### src/rtl/sie_regs.vh
// Register map, field positions and timing constants for the safety input evaluator
// What this block does
// - Selector variant takes one or two pins: single NO, double NO, NC/NO pair.
// - Fault output high in error state, low in on or off state.
// - Fault output only driven when fault_out_enable is set.
// - Pin counts active only after staying active longer than rise_filter_time.
// - With power_on_off_check, a valid off state is needed before first on.
// - With sync_window, all pins must turn active within the window.
// - After a window violation, all pins must go inactive before retrying.
// - With rest_interval, all pins stay inactive for the interval before on.
// - Custom variant drives on high only in on state.
// - Custom variant uses one to eight pins, each independently selectable.
// - Each pin compared against its own active and inactive level types.
// - Door variant uses two pins; on only when both show active signal.
// - Light curtain variant: two pins, on high only in on state.
// - E-stop variant: one or two pins, NC, double NC, or NC/NO pair.
// - Push button shares one pin: 1.5 ms driving, 0.5 ms sensing, repeating.
// - With indicator_in_enable, indicator_drive lights lamp during drive slots.
// - Push button on output high while pressed, low otherwise.
// - Push button turns on only after sensed high longer than filter time.
`ifndef SIE_REGS_VH
`define SIE_REGS_VH
// ============================================================
// Register byte offsets
`define SIE_CTRL_ADDR 4'h0
`define SIE_PINS_ADDR 4'h4
`define SIE_TIME_ADDR 4'h8
`define SIE_STAT_ADDR 4'hC
// ============================================================
// CTRL fields
`define SIE_CTRL_VAR_LSB 0
`define SIE_CTRL_VAR_MSB 2
`define SIE_CTRL_CNT_LSB 4
`define SIE_CTRL_CNT_MSB 7
`define SIE_CTRL_FAULT_EN 8
`define SIE_CTRL_POC_EN 9
`define SIE_CTRL_SYNC_EN 10
`define SIE_CTRL_REST_EN 11
`define SIE_CTRL_IND_EN 12
`define SIE_CTRL_RESET 32'h00000111
// PINS fields: enable, active type, inactive type bytes
`define SIE_PINS_SEL_LSB 0
`define SIE_PINS_ACT_LSB 8
`define SIE_PINS_INA_LSB 16
`define SIE_PINS_RESET 32'h0000FF01
// TIME fields: filter, window, rest in ms
`define SIE_TIME_FLT_LSB 0
`define SIE_TIME_WIN_LSB 8
`define SIE_TIME_RST_LSB 20
`define SIE_TIME_RESET 32'h0641C20A
// ============================================================
// Variants
`define SIE_VAR_CUSTOM 3'h0
`define SIE_VAR_SELECT 3'h1
`define SIE_VAR_DOOR 3'h2
`define SIE_VAR_CURTAIN 3'h3
`define SIE_VAR_ESTOP 3'h4
`define SIE_VAR_BUTTON 3'h5
// ============================================================
// Timing
`define SIE_CLK_HZ 20000000
`define SIE_TICK_US 1000
`define SIE_DRIVE_US 1500
`define SIE_SENSE_US 500
`define SIE_AXI_OKAY 2'h0
`define SIE_AXI_SLVERR 2'h2
`endif

### src/rtl/sie_top.v
// Safety input evaluator with AXI4-Lite register access
//
// Design decisions made here: the register offsets and the AXI4-Lite slave port.
`timescale 1ns/100ps
`default_nettype none
`include "sie_regs.vh"
module sie_top #(
  parameter NPIN = 8,
  parameter TICK_CYC = (`SIE_CLK_HZ / 1000000) * `SIE_TICK_US,
  parameter DRIVE_CYC = (`SIE_CLK_HZ / 1000000) * `SIE_DRIVE_US,
  parameter SENSE_CYC = (`SIE_CLK_HZ / 1000000) * `SIE_SENSE_US
) (
  // Clock and reset
  input wire CLK,
  input wire RST_N,
  // AXI4-Lite write address
  input wire [3:0] AWADDR,
  input wire AWVALID,
  output reg AWREADY,
  // AXI4-Lite write data
  input wire [31:0] WDATA,
  input wire [3:0] WSTRB,
  input wire WVALID,
  output reg WREADY,
  // AXI4-Lite write response
  output reg [1:0] BRESP,
  output reg BVALID,
  input wire BREADY,
  // AXI4-Lite read
  input wire [3:0] ARADDR,
  input wire ARVALID,
  output reg ARREADY,
  output reg [31:0] RDATA,
  output reg [1:0] RRESP,
  output reg RVALID,
  input wire RREADY,
  // Field pins, pin 0 doubles as push button pin
  input wire [NPIN-1:0] PIN_IN,
  output reg PIN_OUT,
  output reg PIN_OE,
  // Lamp request
  input wire INDICATOR_DRIVE,
  // Results
  output reg ON_OUT,
  output reg FAULT_OUT
);
  localparam ST_OFF = 2'h0;
  localparam ST_ON = 2'h1;
  localparam ST_ERR = 2'h2;
  localparam ST_WAIT = 2'h3;

  // ============================================================
  // Registers
  reg [31:0] ctrl;
  reg [31:0] pins;
  reg [31:0] timing;
  reg [1:0] state;
  reg [NPIN-1:0] act_f;
  reg [15:0] tick_cnt;
  reg tick;
  reg [15:0] pb_cnt;
  reg pb_sense;
  reg sensed;
  reg [9:0] rest_ms;
  reg [11:0] win_ms;
  reg win_run;
  reg off_seen;
  reg [7:0] flt_ms [0:NPIN-1];

  wire [2:0] variant = ctrl[`SIE_CTRL_VAR_MSB:`SIE_CTRL_VAR_LSB];
  wire [7:0] flt_set = timing[`SIE_TIME_FLT_LSB+7:`SIE_TIME_FLT_LSB];
  wire [11:0] win_set = timing[`SIE_TIME_WIN_LSB+11:`SIE_TIME_WIN_LSB];
  wire [9:0] rest_set = timing[`SIE_TIME_RST_LSB+9:`SIE_TIME_RST_LSB];
  wire [7:0] act_t = pins[`SIE_PINS_ACT_LSB+7:`SIE_PINS_ACT_LSB];
  wire [7:0] ina_t = pins[`SIE_PINS_INA_LSB+7:`SIE_PINS_INA_LSB];

  // Mask of used pins per variant
  function [7:0] use_mask;
    input [2:0] v;
    input [3:0] cnt;
    input [7:0] sel;
    begin
      case (v)
        `SIE_VAR_CUSTOM: use_mask = sel & ((8'h01 << cnt) - 8'h01);
        `SIE_VAR_SELECT, `SIE_VAR_ESTOP: use_mask = (cnt > 4'h1) ? 8'h03 : 8'h01;
        `SIE_VAR_DOOR, `SIE_VAR_CURTAIN: use_mask = 8'h03;
        default: use_mask = 8'h01;
      endcase
    end
  endfunction

  wire [7:0] used = use_mask(variant, ctrl[`SIE_CTRL_CNT_MSB:`SIE_CTRL_CNT_LSB],
    pins[`SIE_PINS_SEL_LSB+7:`SIE_PINS_SEL_LSB]);
  wire [NPIN-1:0] lvl = (variant == `SIE_VAR_BUTTON) ?
    {{(NPIN-1){1'b0}}, sensed} : PIN_IN;
  wire [NPIN-1:0] is_act;
  wire [NPIN-1:0] is_ina;
  wire [NPIN-1:0] filt_ok;

  // ============================================================
  // Per-pin classification and rise filter
  genvar g;
  generate
    for (g = 0; g < NPIN; g = g + 1) begin : g_pin
      assign is_act[g] = (lvl[g] == act_t[g]);
      assign is_ina[g] = (lvl[g] == ina_t[g]);
      assign filt_ok[g] = act_f[g] | ~used[g];
      always @(posedge CLK) begin
        if (!RST_N) begin
          flt_ms[g] <= 8'h00;
          act_f[g] <= 1'b0;
        end else if (!is_act[g]) begin
          flt_ms[g] <= 8'h00;
          act_f[g] <= 1'b0;
        end else if (tick && !act_f[g]) begin
          if (flt_ms[g] >= flt_set)
            act_f[g] <= 1'b1;
          else
            flt_ms[g] <= flt_ms[g] + 8'h01;
        end
      end
    end
  endgenerate

  wire all_act = &filt_ok;
  wire any_raw_act = |(is_act & used[NPIN-1:0]);
  wire all_ina = &(is_ina | ~used[NPIN-1:0]);
  wire bad_lvl = |(~is_act & ~is_ina & used[NPIN-1:0]);
  wire rest_ok = !ctrl[`SIE_CTRL_REST_EN] || (rest_ms >= rest_set);
  wire win_bad = ctrl[`SIE_CTRL_SYNC_EN] && win_run && (win_ms > win_set);

  // ============================================================
  // 1 ms tick and push button slots
  always @(posedge CLK) begin
    if (!RST_N) begin
      tick_cnt <= 16'h0000;
      tick <= 1'b0;
    end else begin
      tick <= (tick_cnt == TICK_CYC[15:0] - 16'h0001);
      tick_cnt <= (tick_cnt == TICK_CYC[15:0] - 16'h0001) ? 16'h0000 : tick_cnt + 16'h0001;
    end
  end

  always @(posedge CLK) begin
    if (!RST_N) begin
      // Parked at the end of a sense slot so the first drive slot is whole
      pb_cnt <= SENSE_CYC[15:0] - 16'h0001;
      pb_sense <= 1'b1;
      sensed <= 1'b0;
      PIN_OUT <= 1'b0;
      PIN_OE <= 1'b0;
    end else if (variant == `SIE_VAR_BUTTON) begin
      if (!pb_sense && pb_cnt == DRIVE_CYC[15:0] - 16'h0001) begin
        pb_sense <= 1'b1;
        pb_cnt <= 16'h0000;
      end else if (pb_sense && pb_cnt == SENSE_CYC[15:0] - 16'h0001) begin
        pb_sense <= 1'b0;
        pb_cnt <= 16'h0000;
        sensed <= PIN_IN[0];
      end else begin
        pb_cnt <= pb_cnt + 16'h0001;
      end
      // Lamp only when enabled, never while sensing
      PIN_OE <= !(!pb_sense && pb_cnt == DRIVE_CYC[15:0] - 16'h0001) &&
        !(pb_sense && pb_cnt != SENSE_CYC[15:0] - 16'h0001);
      PIN_OUT <= ctrl[`SIE_CTRL_IND_EN] & INDICATOR_DRIVE &
        !(!pb_sense && pb_cnt == DRIVE_CYC[15:0] - 16'h0001) &&
        !(pb_sense && pb_cnt != SENSE_CYC[15:0] - 16'h0001);
    end else begin
      pb_cnt <= SENSE_CYC[15:0] - 16'h0001;
      pb_sense <= 1'b1;
      sensed <= 1'b0;
      PIN_OE <= 1'b0;
      PIN_OUT <= 1'b0;
    end
  end

  // ============================================================
  // Rest and simultaneity timers
  always @(posedge CLK) begin
    if (!RST_N) begin
      rest_ms <= 10'h000;
      win_ms <= 12'h000;
      win_run <= 1'b0;
    end else begin
      // A finished rest is held through the rise filter, a short one is lost
      if (state == ST_ON)
        rest_ms <= 10'h000;
      else if (all_ina) begin
        if (tick && rest_ms != 10'h3FF)
          rest_ms <= rest_ms + 10'h001;
      end else if (rest_ms < rest_set)
        rest_ms <= 10'h000;
      if (!any_raw_act || state != ST_OFF) begin
        win_run <= 1'b0;
        win_ms <= 12'h000;
      end else begin
        win_run <= 1'b1;
        if (tick && win_ms != 12'hFFF)
          win_ms <= win_ms + 12'h001;
      end
    end
  end

  // ============================================================
  // Evaluation state machine
  always @(posedge CLK) begin
    if (!RST_N) begin
      state <= ST_OFF;
      off_seen <= 1'b0;
      ON_OUT <= 1'b0;
      FAULT_OUT <= 1'b0;
    end else begin
      if (all_ina)
        off_seen <= 1'b1;
      case (state)
        ST_OFF: begin
          if (bad_lvl && variant != `SIE_VAR_BUTTON)
            state <= ST_ERR;
          else if (win_bad)
            state <= (variant == `SIE_VAR_CUSTOM) ? ST_WAIT : ST_ERR;
          else if (all_act && rest_ok &&
              (off_seen || !ctrl[`SIE_CTRL_POC_EN]))
            state <= ST_ON;
        end
        ST_ON: begin
          if (bad_lvl && variant != `SIE_VAR_BUTTON)
            state <= ST_ERR;
          else if (!all_act)
            state <= ST_OFF;
        end
        ST_WAIT, ST_ERR: begin
          if (all_ina)
            state <= ST_OFF;
        end
        default: state <= ST_OFF;
      endcase
      ON_OUT <= (state == ST_ON);
      FAULT_OUT <= ctrl[`SIE_CTRL_FAULT_EN] && (state == ST_ERR);
    end
  end

  // ============================================================
  // AXI4-Lite slave: write path
  reg aw_got;
  reg w_got;
  reg [3:0] aw_addr;
  reg [31:0] w_data;
  reg [3:0] w_strb;
  wire do_wr = aw_got && w_got && !BVALID;

  function [31:0] merge;
    input [31:0] old;
    input [31:0] nw;
    input [3:0] st;
    integer i;
    begin
      merge = old;
      for (i = 0; i < 4; i = i + 1)
        if (st[i])
          merge[i*8 +: 8] = nw[i*8 +: 8];
    end
  endfunction

  always @(posedge CLK) begin
    if (!RST_N) begin
      AWREADY <= 1'b0;
      WREADY <= 1'b0;
      BVALID <= 1'b0;
      BRESP <= `SIE_AXI_OKAY;
      aw_got <= 1'b0;
      w_got <= 1'b0;
      aw_addr <= 4'h0;
      w_data <= 32'h00000000;
      w_strb <= 4'h0;
      ctrl <= `SIE_CTRL_RESET;
      pins <= `SIE_PINS_RESET;
      timing <= `SIE_TIME_RESET;
    end else begin
      AWREADY <= !aw_got && !AWREADY && AWVALID;
      WREADY <= !w_got && !WREADY && WVALID;
      if (AWVALID && AWREADY) begin
        aw_got <= 1'b1;
        aw_addr <= AWADDR;
      end
      if (WVALID && WREADY) begin
        w_got <= 1'b1;
        w_data <= WDATA;
        w_strb <= WSTRB;
      end
      if (do_wr) begin
        aw_got <= 1'b0;
        w_got <= 1'b0;
        BVALID <= 1'b1;
        BRESP <= `SIE_AXI_OKAY;
        case (aw_addr)
          `SIE_CTRL_ADDR: ctrl <= merge(ctrl, w_data, w_strb);
          `SIE_PINS_ADDR: pins <= merge(pins, w_data, w_strb);
          `SIE_TIME_ADDR: timing <= merge(timing, w_data, w_strb);
          `SIE_STAT_ADDR: BRESP <= `SIE_AXI_OKAY;
          default: BRESP <= `SIE_AXI_SLVERR;
        endcase
      end else if (BVALID && BREADY) begin
        BVALID <= 1'b0;
      end
    end
  end

  // ============================================================
  // AXI4-Lite slave: read path
  always @(posedge CLK) begin
    if (!RST_N) begin
      ARREADY <= 1'b0;
      RVALID <= 1'b0;
      RDATA <= 32'h00000000;
      RRESP <= `SIE_AXI_OKAY;
    end else begin
      ARREADY <= !ARREADY && !RVALID && ARVALID;
      if (ARVALID && ARREADY) begin
        RVALID <= 1'b1;
        RRESP <= `SIE_AXI_OKAY;
        case (ARADDR)
          `SIE_CTRL_ADDR: RDATA <= ctrl;
          `SIE_PINS_ADDR: RDATA <= pins;
          `SIE_TIME_ADDR: RDATA <= timing;
          `SIE_STAT_ADDR: RDATA <= {16'h0000, act_f[7:0], 3'h0, off_seen,
            2'h0, state};
          default: begin
            RDATA <= 32'h00000000;
            RRESP <= `SIE_AXI_SLVERR;
          end
        endcase
      end else if (RVALID && RREADY) begin
        RVALID <= 1'b0;
      end
    end
  end
endmodule
`default_nettype wire

### config.mk
export PLATFORM = sky130hd
export DESIGN_NAME = sie_top
export DESIGN_NICKNAME = d
export VERILOG_FILES = /design/src/rtl/sie_top.v
export VERILOG_INCLUDE_DIRS = /design/src /design/src/rtl
export SDC_FILE = /design/constraint.sdc
export NUM_CORES = 1
export LEC_CHECK = 0
export ABC_AREA = 1
export BUFFER_PORTS_ARGS = -buffer_cell sky130_fd_sc_hd__buf_4
export CORE_MARGIN = 2
export CORE_UTILIZATION = 65
export DETAILED_ROUTE_END_ITERATION = 10
export GPL_TIMING_DRIVEN = 0
export PLACE_DENSITY = 0.85
export SLEW_MARGIN = 30
export SYNTH_ARGS = -nofsm -noshare
export SYNTH_HDL_FRONTEND = slang
export SYNTH_SLANG_ARGS = --single-unit
export TNS_END_PERCENT = 1
### constraint.sdc
create_clock -name CLK -period 3.6 [get_ports CLK]
set_input_delay 0.18 -clock CLK [delete_from_list [all_inputs] [get_ports CLK]]
set_output_delay 0.18 -clock CLK [all_outputs]
set_load 0.1 [all_outputs]
==> out/qor.csv, run 1 <==
stage;metric;value;unit
floorplanning;DIE AREA;25500;µm²
placed_design;Final GP Congestion;1.00;
floorplanning;number of ports placed on the die boundary;105;
synthesis;combinational family with the most area after synthesis;simple AND/OR/NAND/NOR gates;
clock_tree;TritonCTS clock tree;done;
placed_design;number of port buffers;101;
floorplanning;FP Rows;56;
power_and_ir_drop;worst ir drop on vdd;0.495;mV
global_routing;first-pass GRT wire length;73.6;mm
critical_path;r2r setup slk;720;ps
clock_tree;root buffer cell;clkbuf_16;
placed_design;post-detailed-placement half-perimeter wirelength;33.1;mm
synthesis;post-synth top area share;0.318;
critical_path;element type at the critical path end;flop;
synthesis;dominant register cell in the synthesized netlist;dfxtp_1;
global_routing;via count of the first global-routing pass;14800;
floorplanning;height of the die;160;µm
power_and_ir_drop;Leak;7.71;nW
cells_and_area;Final Instance Count excl. Fillers;2588;
critical_path;WP data arrival;3060;ps
critical_path;Max Fanout on Critical Path;10;
synthesis;Mapped Area;15700;µm²
drt;via count of the routed design;15200;
clock_tree;cells resized by post-CTS repair;0;
synthesis;top cells by area in the synthesized netlist;dfxtp_1, edfxtp_1, nand2_1;
floorplanning;effective utilization at floorplan;0.667;
synthesis;Async SR Flop Fraction;0;
synthesis;Synth area leader;dfxtp_1;
drt;number of detailed-route iterations in the first pass;6;
synthesis;area fraction in compound gates after synthesis;0.146;
global_routing;GRT Util Overall;0.359;
critical_path;category of the worst setup path launch point;flop;
critical_path;kind of critical path;reg2reg;
placed_design;count of placed standard cells including taps;2483;
sta;final setup violating endpoints;0;
cells_and_area;antenna cells;0;
drt;Detailed Route WL;46.9;mm
clock_tree;insertion delay of the later-clocked pin in the worst-skew pair;530;ps
floorplanning;core footprint;23600;µm²
sta;transition time of the tightest slew-check pin;1030;ps
sta;final cycle utilization of the critical path;0.799;
clock_tree;number of clock sinks;314;
critical_path;Req. time, crit path;3780;ps
drt;Via density;5.89;
hold_path;class of the most critical hold timing path;in2reg;
drt;final routed DRC violation total;0;
synthesis;count of flip-flops with a built-in enable after synthesis;64;
cells_and_area;Nets;2406;
synthesis;share of synthesized cell area in full adder, half adder and majority cells;0.0787;
cells_and_area;layout cell share with drive strength beyond 1;0.0855;
clock_tree;Reg clk slew, reported paths;60;ps
sta;final-report hold violation count;0;
clock_tree;Clock Path Buffers;3;
drt;post-DR wirelength/cell;18.1;µm
global_routing;overflow left after global routing;0;
synthesis;simple-gate share of the synthesized area;0.242;
run;max-cap viol count;0;
sta;largest clock skew in the final design;22.0;ps
status;run status;completed;
sta;sum of negative setup slack;0;ps
clock_tree;H-tree levels;2;
drt;violation count after the first detailed-route iteration;1712;
sta;number of pins with negative max-slew slack in the final report;0;
synthesis;number of synthesized register bits;314;
synthesis;instance count of the mapped netlist;2062;
synthesis;most frequent cells after synthesis;nand2_1, nor2_1, dfxtp_1;
synthesis;average cell area after synthesis;7.63;µm²
synthesis;library cell with the highest instance count after synthesis;nand2_1;
sta;unrepaired setup endpoints after global routing;false;
sta;Max Clock Freq;348;MHz
synthesis;xor and xnor area share after synthesis;0.0239;
synthesis;number of library cell types mapped by synthesis;50;
sta;post-route minimum period;2880;ps
sta;Worst slew margin;0.306;
global_routing;pin count of the biggest net entering global routing;14;
global_routing;initial antenna violation count;0;
clock_tree;Inserted Clock Buffers;34;
synthesis;multiplexer share of the synthesized area;0;
drt;Detail Route Antenna Nets;0;
synthesis;part of the Yosys area used for sequential elements;0.440;
cells_and_area;Area growth, synth to finish;17.6;%
power_and_ir_drop;power density of the placed cells;422;nW/µm²
synthesis;total number of yosys warnings;0;
floorplanning;overall die width;160;µm
## power breakdown
group / internal (mW) / switching (mW) / total [mW]
Clock: 2.09 / 1.46 / 3.55
Combinational: 0.199 / 0.342 / 0.542
Sequential: 3.65 / 0.0706 / 3.72
## placed cells by master (no fill, tap or decap), types with 4 or more instances in the layout
master,count
a21oi_1,190
buf_1,6
buf_2,4
buf_4,103
clkbuf_1,52
clkbuf_16,35
clkbuf_8,7
clkinv_1,4
clkinv_2,4
dfxtp_1,250
dlygate4sd3_1,47
edfxtp_1,64
ha_1,99
inv_1,211
inv_2,11
nand2_1,353
nand2_4,5
nand3_1,79
nand3b_1,5
nand4_1,32
nor2_1,327
nor3_1,35
nor3b_1,22
nor4_1,10
o2111ai_1,8
o211ai_1,8
o21ai_0,181
o221ai_1,8
o22ai_1,20
or2_2,5
xnor2_1,13
xor2_1,30
## routing by layer
| metal | global-route usage | wire (µm) | vias up | share of wire |
|---|---|---|---|---|
| li1 | - | - | 7247 | - |
| met1 | 0.433 | 18000 | 6980 | 0.38 |
| met2 | 0.606 | 21800 | 792 | 0.46 |
| met3 | 0.0481 | 3640 | 227 | 0.078 |
| met4 | 0.229 | 3430 | 0 | 0.073 |
| met5 | 0 | 0 | - | 0 |
## critical path, stage by stage, from the launching register on
cell and delay (ps):
dfxtp_1 310, inv_1 560, ha_1 370, a21oi_1 140, o21ai_0 90, nand2_1 80
o2111ai_1 140, nor2_1 120, nand3_1 280, nand2_1 430
## flip-flops by register name (all words and copies together) (netlist names), 2 cells and up
signal,flops
rest_ms,10
RDATA,32
win_ms,12
w_strb,4
w_data,32
ctrl,32
tick_cnt,16
timing,32
state,2
aw_addr,4
pins,32
pb_cnt,16
act_f,8
flt_ms,64
## area by class of cell
| type | count | area (µm²) |
|---|---|---|
| clock buffer | 50 | 1000 |
| multi-input combinational | 1465 | 7730 |
| timing repair buffer | 148 | 1230 |
| sequential | 314 | 6930 |
| fill | 1652 | 5100 |
| tap | 319 | 399 |
| clock inverter | 8 | 134 |
| buffer | 57 | 234 |
| inverter | 227 | 853 |
## repair_timing
item	CTS	global route
hold endpoints to repair	47	0
hold buffers	47	0
setup buffers	0	0
## path summary, 6_finish.rpt
path | from | to | cells after the start
setup / recovery | timing[1] | flt_ms[0][11] | 9
hold / removal | PIN_IN[3] | act_f[3] | 6
setup reg to reg | timing[1] | flt_ms[0][11] | 9
hold reg to reg | aw_got | AWREADY | 1
## cells by family (layout without fill, tap and decap cells)
family	Yosys count	after routing
xor+xnor	43	43
compound gates	432	432
other cells	1	2
buf+inv	284	490
fa+ha+maj	99	99
flops	314	314
simple gates	889	889
## per-stage QoR
stage / setup slack, ps / util / area (µm²) / power (mW) / hold slack, ps
after global routing: 627 / 0.784 / 18500 / 8.01 / 264
after global placement: 916 / 0.716 / 16900 / 4.26 / 408
after floorplan: 1500 / - / 15700 / 4.09 / 298
after detailed placement: 814 / 0.716 / 16900 / 4.27 / 420
after CTS: 780 / 0.784 / 18500 / 7.82 / 196
final: 723 / 0.784 / 18500 / 7.82 / 221
(Power assumes the default switching activity.)
==> inputs of run 2 (changes only) <==
Settings changed: CORE_UTILIZATION 65 to 55, PLACE_DENSITY 0.85 to 0.76.
Clock period 3.6 ns to 2.4 ns, I/O delays scaled along.
==> run 2 against run 1 <==
Compared with the run above: critical endpoint is now flt_ms[0][0]; worst setup slack worse by 650 ps; cell count up 2.7%; cell area up 2.3%; non-clock buffer count up 8; worst hold slack worse by 75 ps; largest cell class unchanged; largest power group unchanged.
==> out/qor.csv, run 2 (synthesized netlist as in run 1, its figures left out) <==
stage;metric;value;unit;change
status;run status;completed;;
power_and_ir_drop;cell-internal power;9.07;mW;+52%
sta;sum of negative setup slack;0;ps;unchanged
sta;post-route minimum period;2330;ps;-548 ps
power_and_ir_drop;power share of the clock group;0.460;;+0.006
sta;largest clock skew in the final design;11.1;ps;-10.9 ps
critical_path;r2r setup slk;70;ps;-650 ps
critical_path;CP most frequent cell;nor2_1;;
global_routing;initial antenna violation count;1;;+1
power_and_ir_drop;Leak;7.80;nW;+1.2%
drt;routed wl met3;3.05;mm;-16%
global_routing;overflow left after global routing;0;;unchanged
critical_path;WP data arrival;2540;ps;-520 ps
critical_path;category of the worst setup path launch point;flop;;
sta;Worst slew margin;0.334;;+0.0283
drt;Detail Route Antenna Nets;0;;unchanged
drt;via count of the routed design;14900;;-2.3%
power_and_ir_drop;part of the power in registers;0.471;;-0.005
floorplanning;effective utilization at floorplan;0.562;;-0.105
cells_and_area;Area growth, synth to finish;20.3;%;
clock_tree;number of clock sinks;314;;unchanged
drt;met2 routed wirelength;21.7;mm;-0.52%
critical_path;delay of the slowest cell on the worst path;420;ps;-140 ps
clock_tree;TritonCTS clock tree;done;;
sta;number of pins with negative max-slew slack in the final report;0;;unchanged
clock_tree;Inserted Clock Buffers;35;;+2.9%
critical_path;kind of critical path;reg2reg;;
cells_and_area;Final Util;0.676;;-0.108
cells_and_area;Final Instance Count excl. Fillers;2658;;+2.7%
clock_tree;root buffer cell;clkbuf_16;;
drt;met1 layer wirelength in the final routing;18.8;mm;+4.0%
critical_path;Max stage delay cell, worst path;ha_1;;
global_routing;GRT Util Overall;0.302;;-0.0566
global_routing;pin count of the biggest net entering global routing;14;;unchanged
hold_path;class of the most critical hold timing path;in2reg;;
sta;transition time of the tightest slew-check pin;991;ps;-42.2 ps
drt;Via density;5.61;;-4.8%
cells_and_area;antenna cells;0;;unchanged
critical_path;cell breakdown of the critical path;clkinvlp_4 -> ha_1 -> nand2_1 -> nor2_1 -> nand4_1 -> o2111ai_1 -> nor2_1 -> nand3_4 -> nand2_4;;
drt;final routed DRC violation total;0;;unchanged
sta;Worst Hold Slack;146;ps;-75.3 ps
clock_tree;H-tree levels;2;;unchanged
drt;Max Used Layer;met5;;
cells_and_area;most frequent cells in the layout;nand2_1, nor2_1, dfxtp_1;;
power_and_ir_drop;worst ir drop on vdd;0.536;mV;+8.3%
global_routing;first-pass GRT wire length;73.3;mm;-0.48%
run;max-cap viol count;0;;unchanged
cells_and_area;flip-flop count of the largest register after layout;64;;unchanged
placed_design;number of port buffers;101;;unchanged
floorplanning;height of the die;173;µm;+8.5%
power_and_ir_drop;Total Power;11.9;mW;+52%
critical_path;element type at the critical path end;flop;;
power_and_ir_drop;total net switching power;2.79;mW;+49%
sta;final setup violating endpoints;0;;unchanged
critical_path;Req. time, crit path;2610;ps;-1170 ps
clock_tree;Clock Path Buffers;3;;unchanged
power_and_ir_drop;switch share;0.235;;-0.00389
clock_tree;Reg clk slew, reported paths;60;ps;about the same
drt;number of detailed-route iterations in the first pass;6;;unchanged
cells_and_area;register name with the most flops;flt_ms;;
sta;final cycle utilization of the critical path;0.970;;+0.171
drt;post-DR wirelength/cell;17.3;µm;-4.5%
global_routing;via count of the first global-routing pass;14300;;-3.2%
critical_path;Max Fanout on Critical Path;10;;unchanged
sta;unrepaired setup endpoints after global routing;true;;
floorplanning;core footprint;28000;µm²;+19%
placed_design;Final GP Congestion;0.991;;-1.4%
cells_and_area;most common cell after layout, fill and taps aside;nand2_1;;
floorplanning;number of ports placed on the die boundary;105;;unchanged
floorplanning;overall die width;173;µm;+8.5%
floorplanning;DIE AREA;30000;µm²;+18%
sta;Max Clock Freq;429;MHz;+24%
clock_tree;insertion delay of the later-clocked pin in the worst-skew pair;520;ps;about the same
placed_design;post-detailed-placement half-perimeter wirelength;32.9;mm;-0.51%
floorplanning;FP Rows;61;;+8.9%
power_and_ir_drop;power density of the placed cells;626;nW/µm²;+48%
power_and_ir_drop;Comb pwr share;0.069;;about the same
drt;violation count after the first detailed-route iteration;1234;;-28%
cells_and_area;layout cell share with drive strength beyond 1;0.107;;+0.0215
drt;Detailed Route WL;46.0;mm;-1.9%
cells_and_area;Nets;2415;;+0.37%
placed_design;count of placed standard cells including taps;2542;;+2.4%
sta;final-report hold violation count;0;;unchanged
==> run 2: changes by cell type in the layout (fill, tap and decap cells not counted), moves of 4 or more <==
| cell | delta |
|---|---|
| buf_12 | +4 |
| nand2_4 | +8 |
| nand3_4 | +4 |
| nand3_1 | -9 |
| buf_4 | +4 |
| clkbuf_8 | +5 |
| nand2_1 | -8 |
| nand3_2 | +5 |
| inv_1 | -6 |
| clkinvlp_4 | +5 |
| clkbuf_1 | -5 |
| nor2_1 | -4 |
==> run 2: timing repair <==
item	CTS	global route
pin swaps	1	6
buffers inserted	4	4
hold buffers	47	0
hold endpoints to repair	47	0
setup endpoints to repair	88	138
gates resized for setup	27	28
gates cloned	0	0
==> run 2: worst max-delay path, delay by kind of cell, from the launching register on <==
family,cells,cell delay [ps]
simple gates,6,740
buf+inv,1,350
flops,1,360
fa+ha+maj,1,420
compound gates,1,160
==> run 2: cell type report <==
cell class | count | area, µm²
plain buffers | 57 | 241
clock buffers | 54 | 1110
clock inverters | 7 | 65.1
fillers | 2364 | 9080
inverters | 227 | 876
multi-input cells | 1465 | 7900
flip-flops and latches | 314 | 6930
well taps | 378 | 473
repair buffers | 156 | 1340
==> run 2: power groups by stage <==
| stage | logic, mW | registers (mW) | clock network [mW] |
|---|---|---|---|
| 6_report | 0.821 | 5.58 | 5.45 |
| 3_3_place_gp | 0.698 | 5.69 | 0 |
| 2_1_floorplan | 0.420 | 5.72 | 0 |
| 5_1_grt | 0.900 | 5.59 | 5.72 |
| 3_5_place_dp | 0.716 | 5.70 | 0 |
| 4_1_cts | 0.792 | 5.58 | 5.50 |
==> run 2: routing by layer <==
| metal | global-route usage | vias to the layer above |
|---|---|---|
| li1 | - | 7272 |
| met1 | 0.370 | 6895 |
| met2 | 0.516 | 579 |
| met3 | 0.0431 | 154 |
| met4 | 0.161 | 2 |
| met5 | 0 | - |
==> run 2: per-stage QoR <==
step                      setup slack [ps]  cell area [µm²]
after global routing                 -71.8            18900
after global placement                -272            17000
after floorplan                        305            15700
after CTS                            -77.5            18800
final                                 71.2            18900
after detailed placement              -360            17000
==> run 2: path summary, 6_finish.rpt <==
kind | start | endpoint | cells after the start
worst min register to register | aw_got | AWREADY | 1
worst min-delay path | RST_N | win_ms[2] | 3
worst max register to register | timing[4] | flt_ms[0][0] | 9
worst max-delay path | timing[4] | flt_ms[0][0] | 9
==> inputs of run 3 (changes only) <==
Settings changed: ABC_AREA 1 to not set, CTS_CLUSTER_SIZE set to 24.
==> run 3 against run 2 <==
Compared with the run above: the flow now finishes with violations (setup timing); worst setup slack got worse by 470 ps; clock-buffer cell count fell by 2; total power rose by 0.88%; cell count fell by 6.5%; sequential share of layout area fell by 0.77 points; critical endpoint is now rest_ms[3].
==> out/qor.csv, run 3 <==
stage;metric;value;unit;change
synthesis;total number of yosys warnings;0;;unchanged
power_and_ir_drop;power density of the placed cells;618;nW/µm²;-1.3%
global_routing;GR Util met2;0.515;;-0.00100
cells_and_area;antenna cells;0;;unchanged
drt;final routed DRC violation total;0;;unchanged
cells_and_area;footprint of the flip-flops and latches;6940;µm²;about the same
clock_tree;Reg clk slew, reported paths;60;ps;about the same
cells_and_area;most frequent cells in the layout;nand2_1, dfxtp_1, a21oi_1;;
cells_and_area;most common cell after layout, fill and taps aside;nand2_1;;
sta;final-report hold violation count;0;;unchanged
drt;Via density;5.94;;+6.0%
synthesis;average cell area after synthesis;8.42;µm²;+10%
global_routing;fraction of met3 tracks used by global routing;0.0557;;+0.0126
sta;sum of negative setup slack;-10200;ps;-10200 ps
critical_path;worst setup path startpoint;ctrl[4];;
critical_path;Max stage delay cell, worst path;or4_4;;
global_routing;M1 GR Usage;0.381;;+0.0114
cells_and_area;Nets;2234;;-7.5%
power_and_ir_drop;worst ir drop on vdd;0.641;mV;+20%
critical_path;category of the worst setup path launch point;flop;;
floorplanning;FP Rows;62;;+1.6%
cells_and_area;Final Util;0.680;;+0.00391
critical_path;element type at the critical path end;flop;;
placed_design;Final GP Congestion;0.911;;-8.0%
power_and_ir_drop;Leak;7.34;nW;-5.9%
synthesis;library cell with the highest instance count after synthesis;nand2_1;;
synthesis;number of synthesized register bits;314;;unchanged
cells_and_area;Multi-input gate area;8660;µm²;+9.7%
sta;PnR worst setup slack;-397;ps;-468 ps
global_routing;pin count of the biggest net entering global routing;14;;unchanged
clock_tree;root buffer cell;clkbuf_16;;
clock_tree;insertion delay of the later-clocked pin in the worst-skew pair;530;ps;about the same
drt;Detailed Route WL;46.6;mm;+1.4%
synthesis;part of the Yosys area used for sequential elements;0.438;;-0.00164
synthesis;Synth area leader;dfxtp_1;;
clock_tree;Inserted Clock Buffers;36;;+2.9%
critical_path;Req. time, crit path;2820;ps;+210 ps
floorplanning;number of ports placed on the die boundary;105;;unchanged
floorplanning;effective utilization at floorplan;0.555;;-0.00700
critical_path;Buf+Inv Stages, Crit Path;2;;+1
floorplanning;DIE AREA;30100;µm²;+0.36%
drt;post-DR wirelength/cell;18.8;µm;+8.4%
sta;final setup violating endpoints;59;;+59
critical_path;CP most frequent cell;buf_6;;
global_routing;GRT Util Overall;0.304;;+0.00219
cells_and_area;layout cell share with drive strength beyond 1;0.138;;+0.0314
run;max-cap viol count;0;;unchanged
global_routing;initial antenna violation count;0;;-1
global_routing;first-pass GRT wire length;73.3;mm;about the same
critical_path;WP data arrival;3220;ps;+680 ps
sta;number of pins with negative max-slew slack in the final report;0;;unchanged
sta;post-route minimum period;2800;ps;+468 ps
critical_path;Max Fanout on Critical Path;10;;unchanged
hold_path;class of the most critical hold timing path;in2reg;;
sta;unrepaired setup endpoints after global routing;true;;
status;violations in the final reports;setup timing;;
synthesis;count of flip-flops with a built-in enable after synthesis;64;;unchanged
cells_and_area;register name with the most flops;flt_ms;;
synthesis;top cells by area in the synthesized netlist;dfxtp_1, edfxtp_1, ha_1;;
cells_and_area;final-layout fill cell count;2314;;-2.1%
floorplanning;overall die width;174;µm;+0.18%
hold_path;startpoint of the most critical hold path;RST_N;;
clock_tree;H-tree levels;2;;unchanged
synthesis;number of library cell types mapped by synthesis;73;;+46%
floorplanning;height of the die;174;µm;+0.18%
clock_tree;Clock Path Buffers;3;;unchanged
critical_path;cell breakdown of the critical path;buf_6 -> or4_4 -> ha_4 -> xnor2_2 -> a211oi_1 -> nor4_4 -> a31o_1 -> buf_6 -> o22ai_1 -> a21o_1;;
placed_design;post-detailed-placement half-perimeter wirelength;33.1;mm;+0.64%
critical_path;kind of cell adding the most delay to the critical path;simple AND/OR/NAND/NOR gates;;
synthesis;dominant register cell in the synthesized netlist;dfxtp_1;;
clock_tree;number of clock sinks;314;;unchanged
drt;violation count after the first detailed-route iteration;1212;;-1.8%
global_routing;highest-utilization routing layer at the global route stage;met2;;
cells_and_area;final cell area excluding filler cells;19400;µm²;+2.2%
critical_path;kind of critical path;reg2reg;;
synthesis;Mapped Area;15800;µm²;+0.37%
placed_design;number of port buffers;102;;+0.99%
sta;largest clock skew in the final design;19.8;ps;+8.66 ps
sta;Max Clock Freq;358;MHz;-17%
drt;Detail Route Antenna Nets;0;;unchanged
floorplanning;core footprint;28500;µm²;+1.6%
critical_path;startpoint of the worst-slack reg-to-reg timing path;ctrl[4];;
global_routing;via count of the first global-routing pass;14100;;-1.5%
synthesis;instance count of the mapped netlist;1876;;-9.0%
sta;final cycle utilization of the critical path;1.17;;+0.195
global_routing;overflow left after global routing;0;;unchanged
placed_design;standard cell area after detailed placement;17100;µm²;+0.86%
status;run status;finished with violations;;
cells_and_area;flip-flop count of the largest register after layout;64;;unchanged
critical_path;delay of the slowest cell on the worst path;550;ps;+130 ps
sta;transition time of the tightest slew-check pin;887;ps;-103 ps
synthesis;post-synth top area share;0.317;;-0.00118
synthesis;Async SR Flop Fraction;0;;unchanged
cells_and_area;Area growth, synth to finish;22.5;%;
sta;Worst slew margin;0.408;;+0.0741
drt;via count of the routed design;14800;;-0.91%
synthesis;most frequent cells after synthesis;nand2_1, dfxtp_1, a21oi_1;;
drt;number of detailed-route iterations in the first pass;6;;unchanged
clock_tree;TritonCTS clock tree;done;;
[run 3: cell count changes in the layout (fill, tap and decap cells not counted), moves of 29 or more]
cell     previous run  this run
a22oi_1             0        45
inv_1             205        69
nand2_1           345       301
nand3_1            70       153
nor2_1            323       173
o21ai_0           181        31
xor2_1             30        59
[run 3: final timing paths]
check,end,slack [ps],depth (start not counted)
max,rest_ms[3],-400,10
min,sensed,20,3
max reg2reg,rest_ms[3],-400,10
min reg2reg,aw_addr[1],450,2
[run 3: power by group]
part,internal (mW),switching [mW]
clock network,3.42,2.27
registers,5.46,0.0978
logic,0.290,0.430
[run 3: kinds of logic after synthesis]
family                   synth area share
AND/OR/NAND/NOR                     0.235
AO/OA/AOI/OAI                       0.149
flip-flops                          0.438
buffers and inverters              0.0413
XOR/XNOR                           0.0554
adder cells (fa/ha/maj)            0.0784
multiplexers                      0.00277
other                            0.000237
[run 3: worst register-to-register path: cells and delay by family, from the launching register on]
family                   cells  cell delay (ps)
AO/OA/AOI/OAI                4              630
XOR/XNOR                     1              320
adder cells (fa/ha/maj)      1              210
buffers and inverters        2              260
flip-flops                   1              310
AND/OR/NAND/NOR              2              980
[run 3: repair_timing]
action	in CTS	in global routing
setup buffers	12	0
pin swaps	22	18
hold endpoints to repair	49	0
hold buffers	47	0
setup endpoints to repair	207	194
resized for setup	64	36
[run 3: through the flow]
step                      hold WS (ps)  cells  power [mW]  worst slack, ps
after floorplan                    238   1877        6.02            -87.6
after global placement             354   2363        6.25             -681
after detailed placement           358   2364        6.27             -712
after CTS                         6.26   2486        12.0             -354
after global routing              7.44   2486        12.3             -496
final                             15.7   2486        12.0             -397
[run 3: layout make-up]
class	instances	share of cell area
buffer	85	0.0219
clock buffer	52	0.0586
clock inverter	13	0.00627
inverter	72	0.0144
multi-input combinational	1406	0.448
sequential	314	0.358
tap	384	0.0248
timing repair buffer	160	0.0682
[run 3: per-layer routing]
layer  vias to the layer above  wire length, µm  share of wire
li1                       6961                -              -
met1                      7032            18800           0.40
met2                       636            22100           0.47
met3                       138             3690          0.079
met4                         0             2110          0.045
met5                         -                0              0
